<file path="src/gpio_port_defines.svh">
// Register offsets, field positions, reset values and timing counts
`ifndef GPIO_PORT_DEFINES_SVH
`define GPIO_PORT_DEFINES_SVH
`define OFS_PIN_DATA_DIR   12'h1E4
`define OFS_PIN_EVT_STS_EN 12'h1E8
`define OFS_PIN_CFG        12'h1EC
`define OFS_SYS_EVT        12'h1F0
`define DATA_LSB           0
`define DIR_LSB            16
`define FLAG_LSB           0
`define PEN_LSB            16
`define DRV_LSB            0
`define TSOE_LSB           8
`define POL_LSB            16
`define PORT_EN_BIT        0
`define RST_BYTE           8'h00
`define CLK_PERIOD_NS      40
`define MIN_LEVEL_NS       40
`define MIN_LEVEL_CYC      ((`MIN_LEVEL_NS + `CLK_PERIOD_NS - 1) / `CLK_PERIOD_NS)
`endif

</file>
<file path="src/gpio_port_pkg.sv">
// Types shared by the port design
package gpio_port_pkg;
  typedef enum logic [1:0] {
    APB_IDLE,
    APB_SETUP,
    APB_ACCESS
  } apb_phase_t;
endpackage

</file>
<file path="src/gpio_sync2.sv">
// Two-flop synchroniser for one bus of pin levels
`timescale 1ns/1ps
`default_nettype none
module gpio_sync2 #(
  parameter int W = 8
) (
  input  wire logic         pclk,
  input  wire logic         presetn,
  input  wire logic [W-1:0] d,
  output var  logic [W-1:0] q
);
  logic [W-1:0] meta_ff;  // First stage, read only by second stage

  // Shift the pin level through two stages
  always_ff @(posedge pclk or negedge presetn) begin
    if (!presetn) begin
      meta_ff <= '0;
      q       <= '0;
    end else begin
      meta_ff <= d;
      q       <= meta_ff;
    end
  end
endmodule
`default_nettype wire

</file>
<file path="src/gpio_data_direction_irq.sv">
// Eight-pin general-purpose I/O port with level events, APB slave
//
// The implementer's own choice: the APB interface to the registers.
`include "gpio_port_defines.svh"
`timescale 1ns/1ps
`default_nettype none
module gpio_data_direction_irq #(
  parameter int NPINS = 8
) (
  input  wire logic             pclk,
  input  wire logic             presetn,
  input  wire logic             psel,
  input  wire logic             penable,
  input  wire logic             pwrite,
  input  wire logic [11:0]      paddr,
  input  wire logic [31:0]      pwdata,
  output var  logic [31:0]      prdata,
  output var  logic             pready,
  output var  logic             pslverr,
  input  wire logic [NPINS-1:0] pin_in,
  output var  logic [NPINS-1:0] pin_out,
  output var  logic [NPINS-1:0] pin_oe,
  output var  logic             port_event,
  output var  logic             irq
);

  // Software-visible state
  logic [NPINS-1:0] pin_direction_bits_ff;   // 1 = output
  logic [NPINS-1:0] pin_data_bits_ff;        // Last written data
  logic [NPINS-1:0] pin_event_flags_ff;      // Sticky level events
  logic [NPINS-1:0] pin_event_en_ff;         // Per-pin enables
  logic [NPINS-1:0] pin_driver_type_ff;      // 1 push/pull, 0 open drain
  logic [NPINS-1:0] ts_output_en_ff;         // Timestamp output override
  logic [NPINS-1:0] pin_trigger_polarity_ff; // 1 high active
  logic             port_event_en_ff;        // System port enable, gates irq only, not port_event
  logic             sys_evt_sts_ff;          // Sticky, read clears
  logic             sys_evt_mask_ff;         // Mask for irq output

  // Derived signals
  logic [NPINS-1:0] pin_sync;      // Synchronised pin levels
  logic [NPINS-1:0] eff_output;    // Effective direction per pin
  logic [NPINS-1:0] level_active;  // Active level this cycle
  logic [NPINS-1:0] hold_ok;       // Level held long enough
  logic [NPINS-1:0] nxt_flags;     // Next event flags
  logic [NPINS-1:0] nxt_out;       // Next pin output value
  logic [NPINS-1:0] nxt_oe;        // Next pin output enable
  logic [NPINS-1:0] rd_data_bits;  // Data field read view
  logic             wr_en;         // Write taken this cycle
  logic             rd_en;         // Read taken this cycle
  logic             addr_ok;       // Address is mapped
  logic [31:0]      nxt_prdata;    // Read mux
  logic             nxt_port_event;
  gpio_port_pkg::apb_phase_t phase_ff;  // Observed bus phase

  // Pins sampled through two flops before any use
  gpio_sync2 #(.W(NPINS)) u_sync (
    .pclk    (pclk),
    .presetn (presetn),
    .d       (pin_in),
    .q       (pin_sync)
  );

  // Bus phase tracker, informational for covers
  always_ff @(posedge pclk or negedge presetn) begin
    if (!presetn) begin
      phase_ff <= gpio_port_pkg::APB_IDLE;
    end else begin
      case (phase_ff)
        gpio_port_pkg::APB_IDLE:
          phase_ff <= psel ? gpio_port_pkg::APB_SETUP
                           : gpio_port_pkg::APB_IDLE;
        gpio_port_pkg::APB_SETUP:
          phase_ff <= gpio_port_pkg::APB_ACCESS;
        gpio_port_pkg::APB_ACCESS:
          phase_ff <= psel ? gpio_port_pkg::APB_SETUP
                           : gpio_port_pkg::APB_IDLE;
        default:
          phase_ff <= gpio_port_pkg::APB_IDLE;
      endcase
    end
  end

  // Zero-wait slave: the access phase completes on its first edge
  assign wr_en   = psel & penable & pwrite;
  assign rd_en   = psel & penable & ~pwrite;
  assign addr_ok = (paddr == `OFS_PIN_DATA_DIR) |
                   (paddr == `OFS_PIN_EVT_STS_EN) |
                   (paddr == `OFS_PIN_CFG) |
                   (paddr == `OFS_SYS_EVT);

  // Timestamp enable overrides direction bit
  assign eff_output = pin_direction_bits_ff | ts_output_en_ff;

  // Polarity selects which level counts as active
  assign level_active = ~(pin_sync ^ pin_trigger_polarity_ff);

  // Minimum hold qualifier, one stage per cycle of the minimum
  logic [NPINS-1:0] hold_sr_ff [`MIN_LEVEL_CYC];  // Level history
  always_ff @(posedge pclk or negedge presetn) begin
    if (!presetn) begin
      for (int i = 0; i < `MIN_LEVEL_CYC; i++) begin
        hold_sr_ff[i] <= '0;
      end
    end else begin
      hold_sr_ff[0] <= level_active;
      for (int i = 1; i < `MIN_LEVEL_CYC; i++) begin
        hold_sr_ff[i] <= hold_sr_ff[i-1] & level_active;
      end
    end
  end
  // Sync stages hold reset zeros for two edges; a low-active pin
  // would otherwise raise a false event right after reset
  logic [1:0] sync_fill_ff;  // Fills with ones as real samples arrive
  always_ff @(posedge pclk or negedge presetn) begin
    if (!presetn) begin
      sync_fill_ff <= 2'h0;
    end else begin
      sync_fill_ff <= {sync_fill_ff[0], 1'b1};
    end
  end

  // Active now and in the previous sampled cycles, real samples only
  assign hold_ok = level_active & hold_sr_ff[`MIN_LEVEL_CYC-1] &
                   {NPINS{sync_fill_ff[1]}};

  // Flag update: set wins over write-one clear, enable not consulted
  always_comb begin
    nxt_flags = pin_event_flags_ff;
    if (wr_en && paddr == `OFS_PIN_EVT_STS_EN) begin
      nxt_flags = nxt_flags & ~pwdata[`FLAG_LSB +: NPINS];
    end
    nxt_flags = nxt_flags | hold_ok;
  end

  // Event flag register
  always_ff @(posedge pclk or negedge presetn) begin
    if (!presetn) begin
      pin_event_flags_ff <= `RST_BYTE;
    end else begin
      pin_event_flags_ff <= nxt_flags;
    end
  end

  // Direction and data register
  always_ff @(posedge pclk or negedge presetn) begin
    if (!presetn) begin
      pin_direction_bits_ff <= `RST_BYTE;
      pin_data_bits_ff      <= `RST_BYTE;
    end else if (wr_en && paddr == `OFS_PIN_DATA_DIR) begin
      pin_direction_bits_ff <= pwdata[`DIR_LSB +: NPINS];
      pin_data_bits_ff      <= pwdata[`DATA_LSB +: NPINS];
    end
  end

  // Per-pin event enables
  always_ff @(posedge pclk or negedge presetn) begin
    if (!presetn) begin
      pin_event_en_ff <= `RST_BYTE;
    end else if (wr_en && paddr == `OFS_PIN_EVT_STS_EN) begin
      pin_event_en_ff <= pwdata[`PEN_LSB +: NPINS];
    end
  end

  // Pin configuration: driver type, timestamp override, polarity
  always_ff @(posedge pclk or negedge presetn) begin
    if (!presetn) begin
      pin_driver_type_ff      <= `RST_BYTE;
      ts_output_en_ff         <= `RST_BYTE;
      pin_trigger_polarity_ff <= `RST_BYTE;
    end else if (wr_en && paddr == `OFS_PIN_CFG) begin
      pin_driver_type_ff      <= pwdata[`DRV_LSB +: NPINS];
      ts_output_en_ff         <= pwdata[`TSOE_LSB +: NPINS];
      pin_trigger_polarity_ff <= pwdata[`POL_LSB +: NPINS];
    end
  end

  // Enabled flags merge into the single port event
  assign nxt_port_event = |(nxt_flags & pin_event_en_ff);

  // Port event enable and interrupt mask
  always_ff @(posedge pclk or negedge presetn) begin
    if (!presetn) begin
      port_event_en_ff <= 1'b0;
      sys_evt_mask_ff  <= 1'b0;
    end else if (wr_en && paddr == `OFS_SYS_EVT) begin
      port_event_en_ff <= pwdata[`PORT_EN_BIT];
      sys_evt_mask_ff  <= pwdata[`PORT_EN_BIT + 8];
    end
  end

  // Sticky system status: set beats the clearing read
  always_ff @(posedge pclk or negedge presetn) begin
    if (!presetn) begin
      sys_evt_sts_ff <= 1'b0;
    end else if (nxt_port_event) begin
      sys_evt_sts_ff <= 1'b1;
    end else if (rd_en && paddr == `OFS_SYS_EVT) begin
      sys_evt_sts_ff <= 1'b0;
    end
  end

  // Registered port event and interrupt line
  always_ff @(posedge pclk or negedge presetn) begin
    if (!presetn) begin
      port_event <= 1'b0;
      irq        <= 1'b0;
    end else begin
      port_event <= nxt_port_event;
      // Needs both port enable and unmasked sticky status
      irq <= port_event_en_ff & sys_evt_mask_ff &
             (sys_evt_sts_ff | nxt_port_event);
    end
  end

  // Drivers: push/pull follows data, open drain only pulls low
  always_comb begin
    nxt_out = pin_data_bits_ff;
    nxt_oe  = eff_output & (pin_driver_type_ff | ~pin_data_bits_ff);
  end

  // Registered pad outputs
  always_ff @(posedge pclk or negedge presetn) begin
    if (!presetn) begin
      pin_out <= '0;
      pin_oe  <= '0;
    end else begin
      pin_out <= nxt_out;
      pin_oe  <= nxt_oe;
    end
  end

  // Data read view: written value for outputs, live level for inputs
  assign rd_data_bits = (eff_output & pin_data_bits_ff) |
                        (~eff_output & pin_sync);

  // Read mux, reserved bits zero
  always_comb begin
    nxt_prdata = 32'h0000_0000;
    case (paddr)
      `OFS_PIN_DATA_DIR: begin
        nxt_prdata[`DIR_LSB +: NPINS]  = pin_direction_bits_ff;
        nxt_prdata[`DATA_LSB +: NPINS] = rd_data_bits;
      end
      `OFS_PIN_EVT_STS_EN: begin
        nxt_prdata[`PEN_LSB +: NPINS]  = pin_event_en_ff;
        nxt_prdata[`FLAG_LSB +: NPINS] = pin_event_flags_ff;
      end
      `OFS_PIN_CFG: begin
        nxt_prdata[`DRV_LSB +: NPINS]  = pin_driver_type_ff;
        nxt_prdata[`TSOE_LSB +: NPINS] = ts_output_en_ff;
        nxt_prdata[`POL_LSB +: NPINS]  = pin_trigger_polarity_ff;
      end
      `OFS_SYS_EVT: begin
        nxt_prdata[`PORT_EN_BIT]      = port_event_en_ff;
        nxt_prdata[`PORT_EN_BIT + 8]  = sys_evt_mask_ff;
        nxt_prdata[`PORT_EN_BIT + 16] = sys_evt_sts_ff;
      end
      default: nxt_prdata = 32'h0000_0000;
    endcase
  end

  // Bus answer registered in setup, valid through access phase
  always_ff @(posedge pclk or negedge presetn) begin
    if (!presetn) begin
      prdata  <= 32'h0000_0000;
      pready  <= 1'b0;
      pslverr <= 1'b0;
    end else begin
      pready  <= psel & ~penable;
      pslverr <= psel & ~penable & ~addr_ok;
      prdata  <= (psel & ~penable & ~pwrite) ? nxt_prdata : 32'h0000_0000;
    end
  end

  // Checks
  property p_dir_rst;
    @(posedge pclk) $rose(presetn) |-> pin_oe == '0;
  endproperty
  a_dir_rst: assert property (p_dir_rst)
    else $error("pins not inputs after reset");

  property p_flag_set;
    @(posedge pclk) disable iff (!presetn)
      hold_ok[0] |=> pin_event_flags_ff[0];
  endproperty
  a_flag_set: assert property (p_flag_set)
    else $error("held level did not set flag");

  property p_w1c;
    @(posedge pclk) disable iff (!presetn)
      (wr_en && paddr == `OFS_PIN_EVT_STS_EN && pwdata[0] && !hold_ok[0])
      |=> !pin_event_flags_ff[0];
  endproperty
  a_w1c: assert property (p_w1c)
    else $error("write one did not clear flag");

  property p_flag_hold;
    @(posedge pclk) disable iff (!presetn)
      (pin_event_flags_ff[0] && !(wr_en && paddr == `OFS_PIN_EVT_STS_EN
       && pwdata[`FLAG_LSB])) |=> pin_event_flags_ff[0];
  endproperty
  a_flag_hold: assert property (p_flag_hold)
    else $error("flag dropped without write one");

  property p_port_evt;
    @(posedge pclk) disable iff (!presetn)
      ##1 port_event == |($past(nxt_flags) & $past(pin_event_en_ff));
  endproperty
  a_port_evt: assert property (p_port_evt)
    else $error("port event mismatch");

  property p_irq_gate;
    @(posedge pclk) disable iff (!presetn)
      irq |-> $past(port_event_en_ff);
  endproperty
  a_irq_gate: assert property (p_irq_gate)
    else $error("irq without port enable");

  property p_od;
    @(posedge pclk) disable iff (!presetn)
      (!pin_driver_type_ff[0] && pin_data_bits_ff[0]) |=> !pin_oe[0];
  endproperty
  a_od: assert property (p_od)
    else $error("open drain drove a one");

  property p_ts_oe;
    @(posedge pclk) disable iff (!presetn)
      (ts_output_en_ff[0] && pin_driver_type_ff[0]) |=> pin_oe[0];
  endproperty
  a_ts_oe: assert property (p_ts_oe)
    else $error("timestamp override not driving");

  property p_rd_in;
    @(posedge pclk) disable iff (!presetn)
      (psel && !penable && !pwrite && paddr == `OFS_PIN_DATA_DIR
       && !eff_output[0]) |=> prdata[0] == $past(pin_sync[0]);
  endproperty
  a_rd_in: assert property (p_rd_in)
    else $error("input read wrong");

  property p_rd_out;
    @(posedge pclk) disable iff (!presetn)
      (psel && !penable && !pwrite && paddr == `OFS_PIN_DATA_DIR
       && eff_output[0]) |=> prdata[0] == $past(pin_data_bits_ff[0]);
  endproperty
  a_rd_out: assert property (p_rd_out)
    else $error("output read wrong");

  c_flag: cover property (@(posedge pclk) $rose(pin_event_flags_ff[0]));
  c_irq: cover property (@(posedge pclk) $rose(irq));
  c_err: cover property (@(posedge pclk) pslverr);
  c_acc: cover property (@(posedge pclk)
    phase_ff == gpio_port_pkg::APB_ACCESS);
endmodule
`default_nettype wire

</file>
<file path="config.mk">
export PLATFORM = sky130hd
export DESIGN_NAME = gpio_data_direction_irq
export DESIGN_NICKNAME = d
export VERILOG_FILES = /design/src/gpio_port_pkg.sv /design/src/gpio_sync2.sv /design/src/gpio_data_direction_irq.sv
export VERILOG_INCLUDE_DIRS = /design/src /design/src/src
export SDC_FILE = /design/constraint.sdc
export NUM_CORES = 1
export LEC_CHECK = 0
export BUFFER_PORTS_ARGS = -buffer_cell sky130_fd_sc_hd__buf_4
export CAP_MARGIN = 20
export CORE_MARGIN = 2
export CORE_UTILIZATION = 40
export DETAILED_ROUTE_END_ITERATION = 7
export PLACE_DENSITY_LB_ADDON = 0.08
export SETUP_SLACK_MARGIN = 0.1
export SLEW_MARGIN = 5
export SYNTH_ARGS = -nofsm -noshare
export SYNTH_HDL_FRONTEND = slang
export SYNTH_SLANG_ARGS = --single-unit
export TNS_END_PERCENT = 20
</file>
<file path="constraint.sdc">
create_clock -name pclk -period 2.45 [get_ports pclk]
set_clock_uncertainty 0.2 [all_clocks]
set_input_delay 0.1225 -clock pclk [delete_from_list [all_inputs] [get_ports pclk]]
set_output_delay 0.1225 -clock pclk [all_outputs]
set_load 0.01 [all_outputs]
</file>
==> qor.csv <==
stage,metric,value,unit
final_layout,area grow syn2layout,37.3,%
timing,Relative slew margins,62.2,%
job,max_cap viols,0,
clock_tree,clock buffer count from CTS,17,
floorplanning,Die Y,117,µm
timing,Final setup viols,0,
worst_setup_path,CP startpoint kind,input pin,
grt,largest net degree at the start of global routing,51,
power_and_ir_drop,maximum vdd ir drop,0.000318,V
logic_synthesis,Mapped Cells,382,
logic_synthesis,ys flop type,dfrtp_1,
grt,global route hottest layer,met1,
placement,routability cong.,0.774,
logic_synthesis,top-area cell type share of the netlist area,62.7,%
clock_tree,CTS tree,yes,
floorplanning,IO Pins,109,
clock_tree,post-CTS sizing,0,
timing,Final Hold Vio Count,0,
worst_setup_path,Crit path depth,8,
worst_setup_path,Critical R2R Launch,sync_fill_ff[1]$_DFF_PN0_,
logic_synthesis,largest cells by area after synthesis,"dfrtp_1, mux2_2, a222oi_1, mux2_4, nor2_1",
worst_setup_path,critical path class,in -> reg,
worst_setup_path,R2R Path End,irq$_DFF_PN0_,
logic_synthesis,#FFs+latches synth,129,
outcome,run status,"finished, final reports clean",
floorplanning,FP Rows,41,
logic_synthesis,post-synth top area cell,dfrtp_1,
logic_synthesis,"EDFF count, synth",0,
worst_setup_path,CP cell instances,buf_4 -> or4b_4 -> nor3_2 -> and3_1 -> buf_4 -> a22oi_1 -> nor3_1 -> dlygate4sd3_1,
power_and_ir_drop,pwr dens,693,nW/µm²
worst_setup_path,"Buf+Inv Stages, Crit Path",3,
placement,post-place setup slack,61.6,ps
clock_tree,postcts setup bufs,0,
clock_tree,CTS max path bufs,2,
logic_synthesis,"count leader, synth",dfrtp_1,
worst_setup_path,dominant delay contributor by cell family on the critical path,simple AND/OR/NAND/NOR gates,
worst_setup_path,crit-path most repeated cell,buf_4,
clock_tree,Sink Count,129,
timing,Final min period,2230,ps
power_and_ir_drop,Total Power,0.00490,W
floorplanning,core area,12600,µm²
worst_setup_path,r2r setup slk,580,ps
final_layout,Final nets,589,
clock_tree,post-cts hold buffer count,44,
logic_synthesis,Post-Syn Area,5150,µm²
placement,# port buffers,92,
timing,Final WS setup,215,ps
grt,grt ovf,0,
route,drt wl/cell,16.5,µm
route,vias per cell,5.01,
final_layout,layout cell share with drive strength beyond 1,35.5,%
power_and_ir_drop,leakage,3.40,nW
worst_setup_path,R2R cell count,5,
clock_tree,htree depth,4,
logic_synthesis,sequential area share after synthesis,62.7,%
final_layout,final core utilization,56.0,%
logic_synthesis,Yosys warnings,0,
worst_setup_path,"Max stage delay cell, worst path",or4b_4,
hold_path,Hold WC Path Type,in -> async,
placement,dpl hpwl,7740,µm
clock_tree,clk slew on worst S/H paths,50,ps
grt,met2 Track Usage GR,26.5,%
route,drt pass-1 iters,5,
logic_synthesis,"FFs w/ async S/R, synth",100,%
worst_setup_path,crit end category,flop,
worst_setup_path,CP max stage delay,570,ps
timing,fmax,0.448,GHz
route,vias,3579,
grt,total track usage,18.4,%
timing,unrepaired setup endpoints after global routing,no,
grt,met3 Use GR,4.41,%
worst_setup_path,crit path max fanout,14,
route,Iter 0 DRT Violations,287,
clock_tree,"Clk Latency, worst-skew pair",410,ps
worst_setup_path,WP data arrival,2380,ps
timing,Final Slew Violations,0,
logic_synthesis,syn avg cell area,13.5,µm²
logic_synthesis,"top cells by count, synth","dfrtp_1, mux2_2, nor2_1",
route,WL final,11800,µm
floorplanning,Die Span X,117,µm
timing,Final period util,91.2,%
floorplanning,die footprint,13800,µm²
grt,GR Layer Usage met1,26.7,%
worst_setup_path,CP required,2600,ps
route,antenna-violating nets left,0,
logic_synthesis,Yosys cell types,42,
grt,vias in the first global route,3687,
final_layout,number of diodes,0,
timing,WHS,52.8,ps
timing,worst-margin pin slew,567,ps
floorplanning,Initial Utilization,40.8,%
clock_tree,CTS Root Cell,clkbuf_16,
route,drc violations,0,
grt,first-pass GRT wire length,19700,µm
grt,antenna violations before repair,0,
timing,final setup TNS,0,ps
-- final cells by class --
cell class	instances	area, µm²
clock inverters	4	72.6
inverters	18	67.6
repair buffers	149	1270
multi-input cells	217	1700
flip-flops and latches	129	3230
clock buffers	26	519
fillers	1091	5550
well taps	172	215
-- kinds of logic after synthesis --
kind of cell	after synthesis	synth area share, %
and+or+nand+nor	79	8.43
other	2	0.146
AOI/OAI and AO/OA	66	9.74
muxes	54	12.5
buffers and inverters	43	4.93
DFF	129	62.7
xor gates and xnor gates	9	1.53
-- how the worst max path moves through the flow --
stage                        start  slack (ps)                         end
after detailed placement  paddr[9]          60  sys_evt_sts_ff$_DFFE_PN0P_
final                     paddr[9]         220         prdata[8]$_DFF_PN0_
after global placement    paddr[9]         140  sys_evt_sts_ff$_DFFE_PN0P_
after global routing      paddr[9]         110         prdata[8]$_DFF_PN0_
after CTS                 paddr[9]         260         prdata[8]$_DFF_PN0_
after floorplan           paddr[9]         310      nxt_out[4]$_DFFE_PN0P_
-- power breakdown --
part,switching [W],total [W],internal (W)
sequential,0.0000164,0.00218,0.00216
clock,0.000840,0.00249,0.00165
combinational,0.000116,0.000239,0.000123
-- cells in the final DEF, fill, tap and decap left out, drive strengths merged, types with 11 or more instances in the layout --
cell type,n
a21oi,11
a222oi,16
buf,105
clkbuf,26
dfrtp,129
dlygate4sd3,44
inv,18
mux2,54
nand2,22
nor2,24
-- layer usage --
layer | share of wire (%) | vias to the layer above
met3 | 6.2 | 20
met4 | 1.8 | 0
met5 | 0 | -
li1 | - | 1665
met2 | 44 | 123
met1 | 48 | 1771
-- sequential cells by signal, indices dropped and copies added (netlist names) --
name and flops:
nxt_out 8, u_sync.meta_ff 8, pin_out 8, sync_fill_ff 2, port_event_en_ff 1, pin_event_flags_ff 8, hold_sr_ff 8, u_sync.q 8
pslverr 1, pin_oe 8, pin_direction_bits_ff 8, pin_trigger_polarity_ff 8, port_event 1, sys_evt_sts_ff 1, pin_event_en_ff 8, sys_evt_mask_ff 1
ts_output_en_ff 8, pin_driver_type_ff 8, irq 1, pready 1, prdata 24
-- worst reg2reg max path, delay by kind of cell (launching register included) --
kind / cells / cell delay, ps
compound gates: 3 / 480
flops: 1 / 670
simple gates: 2 / 430
-- through the flow --
stage / instances / instance area, µm²
floorplan: 389 / 5180
global placement: 641 / 6040
detailed placement: 641 / 6040
CTS: 715 / 7070
global route: 715 / 7070
finish: 715 / 7070
Note: power is estimated with default switching activity, not from simulation.
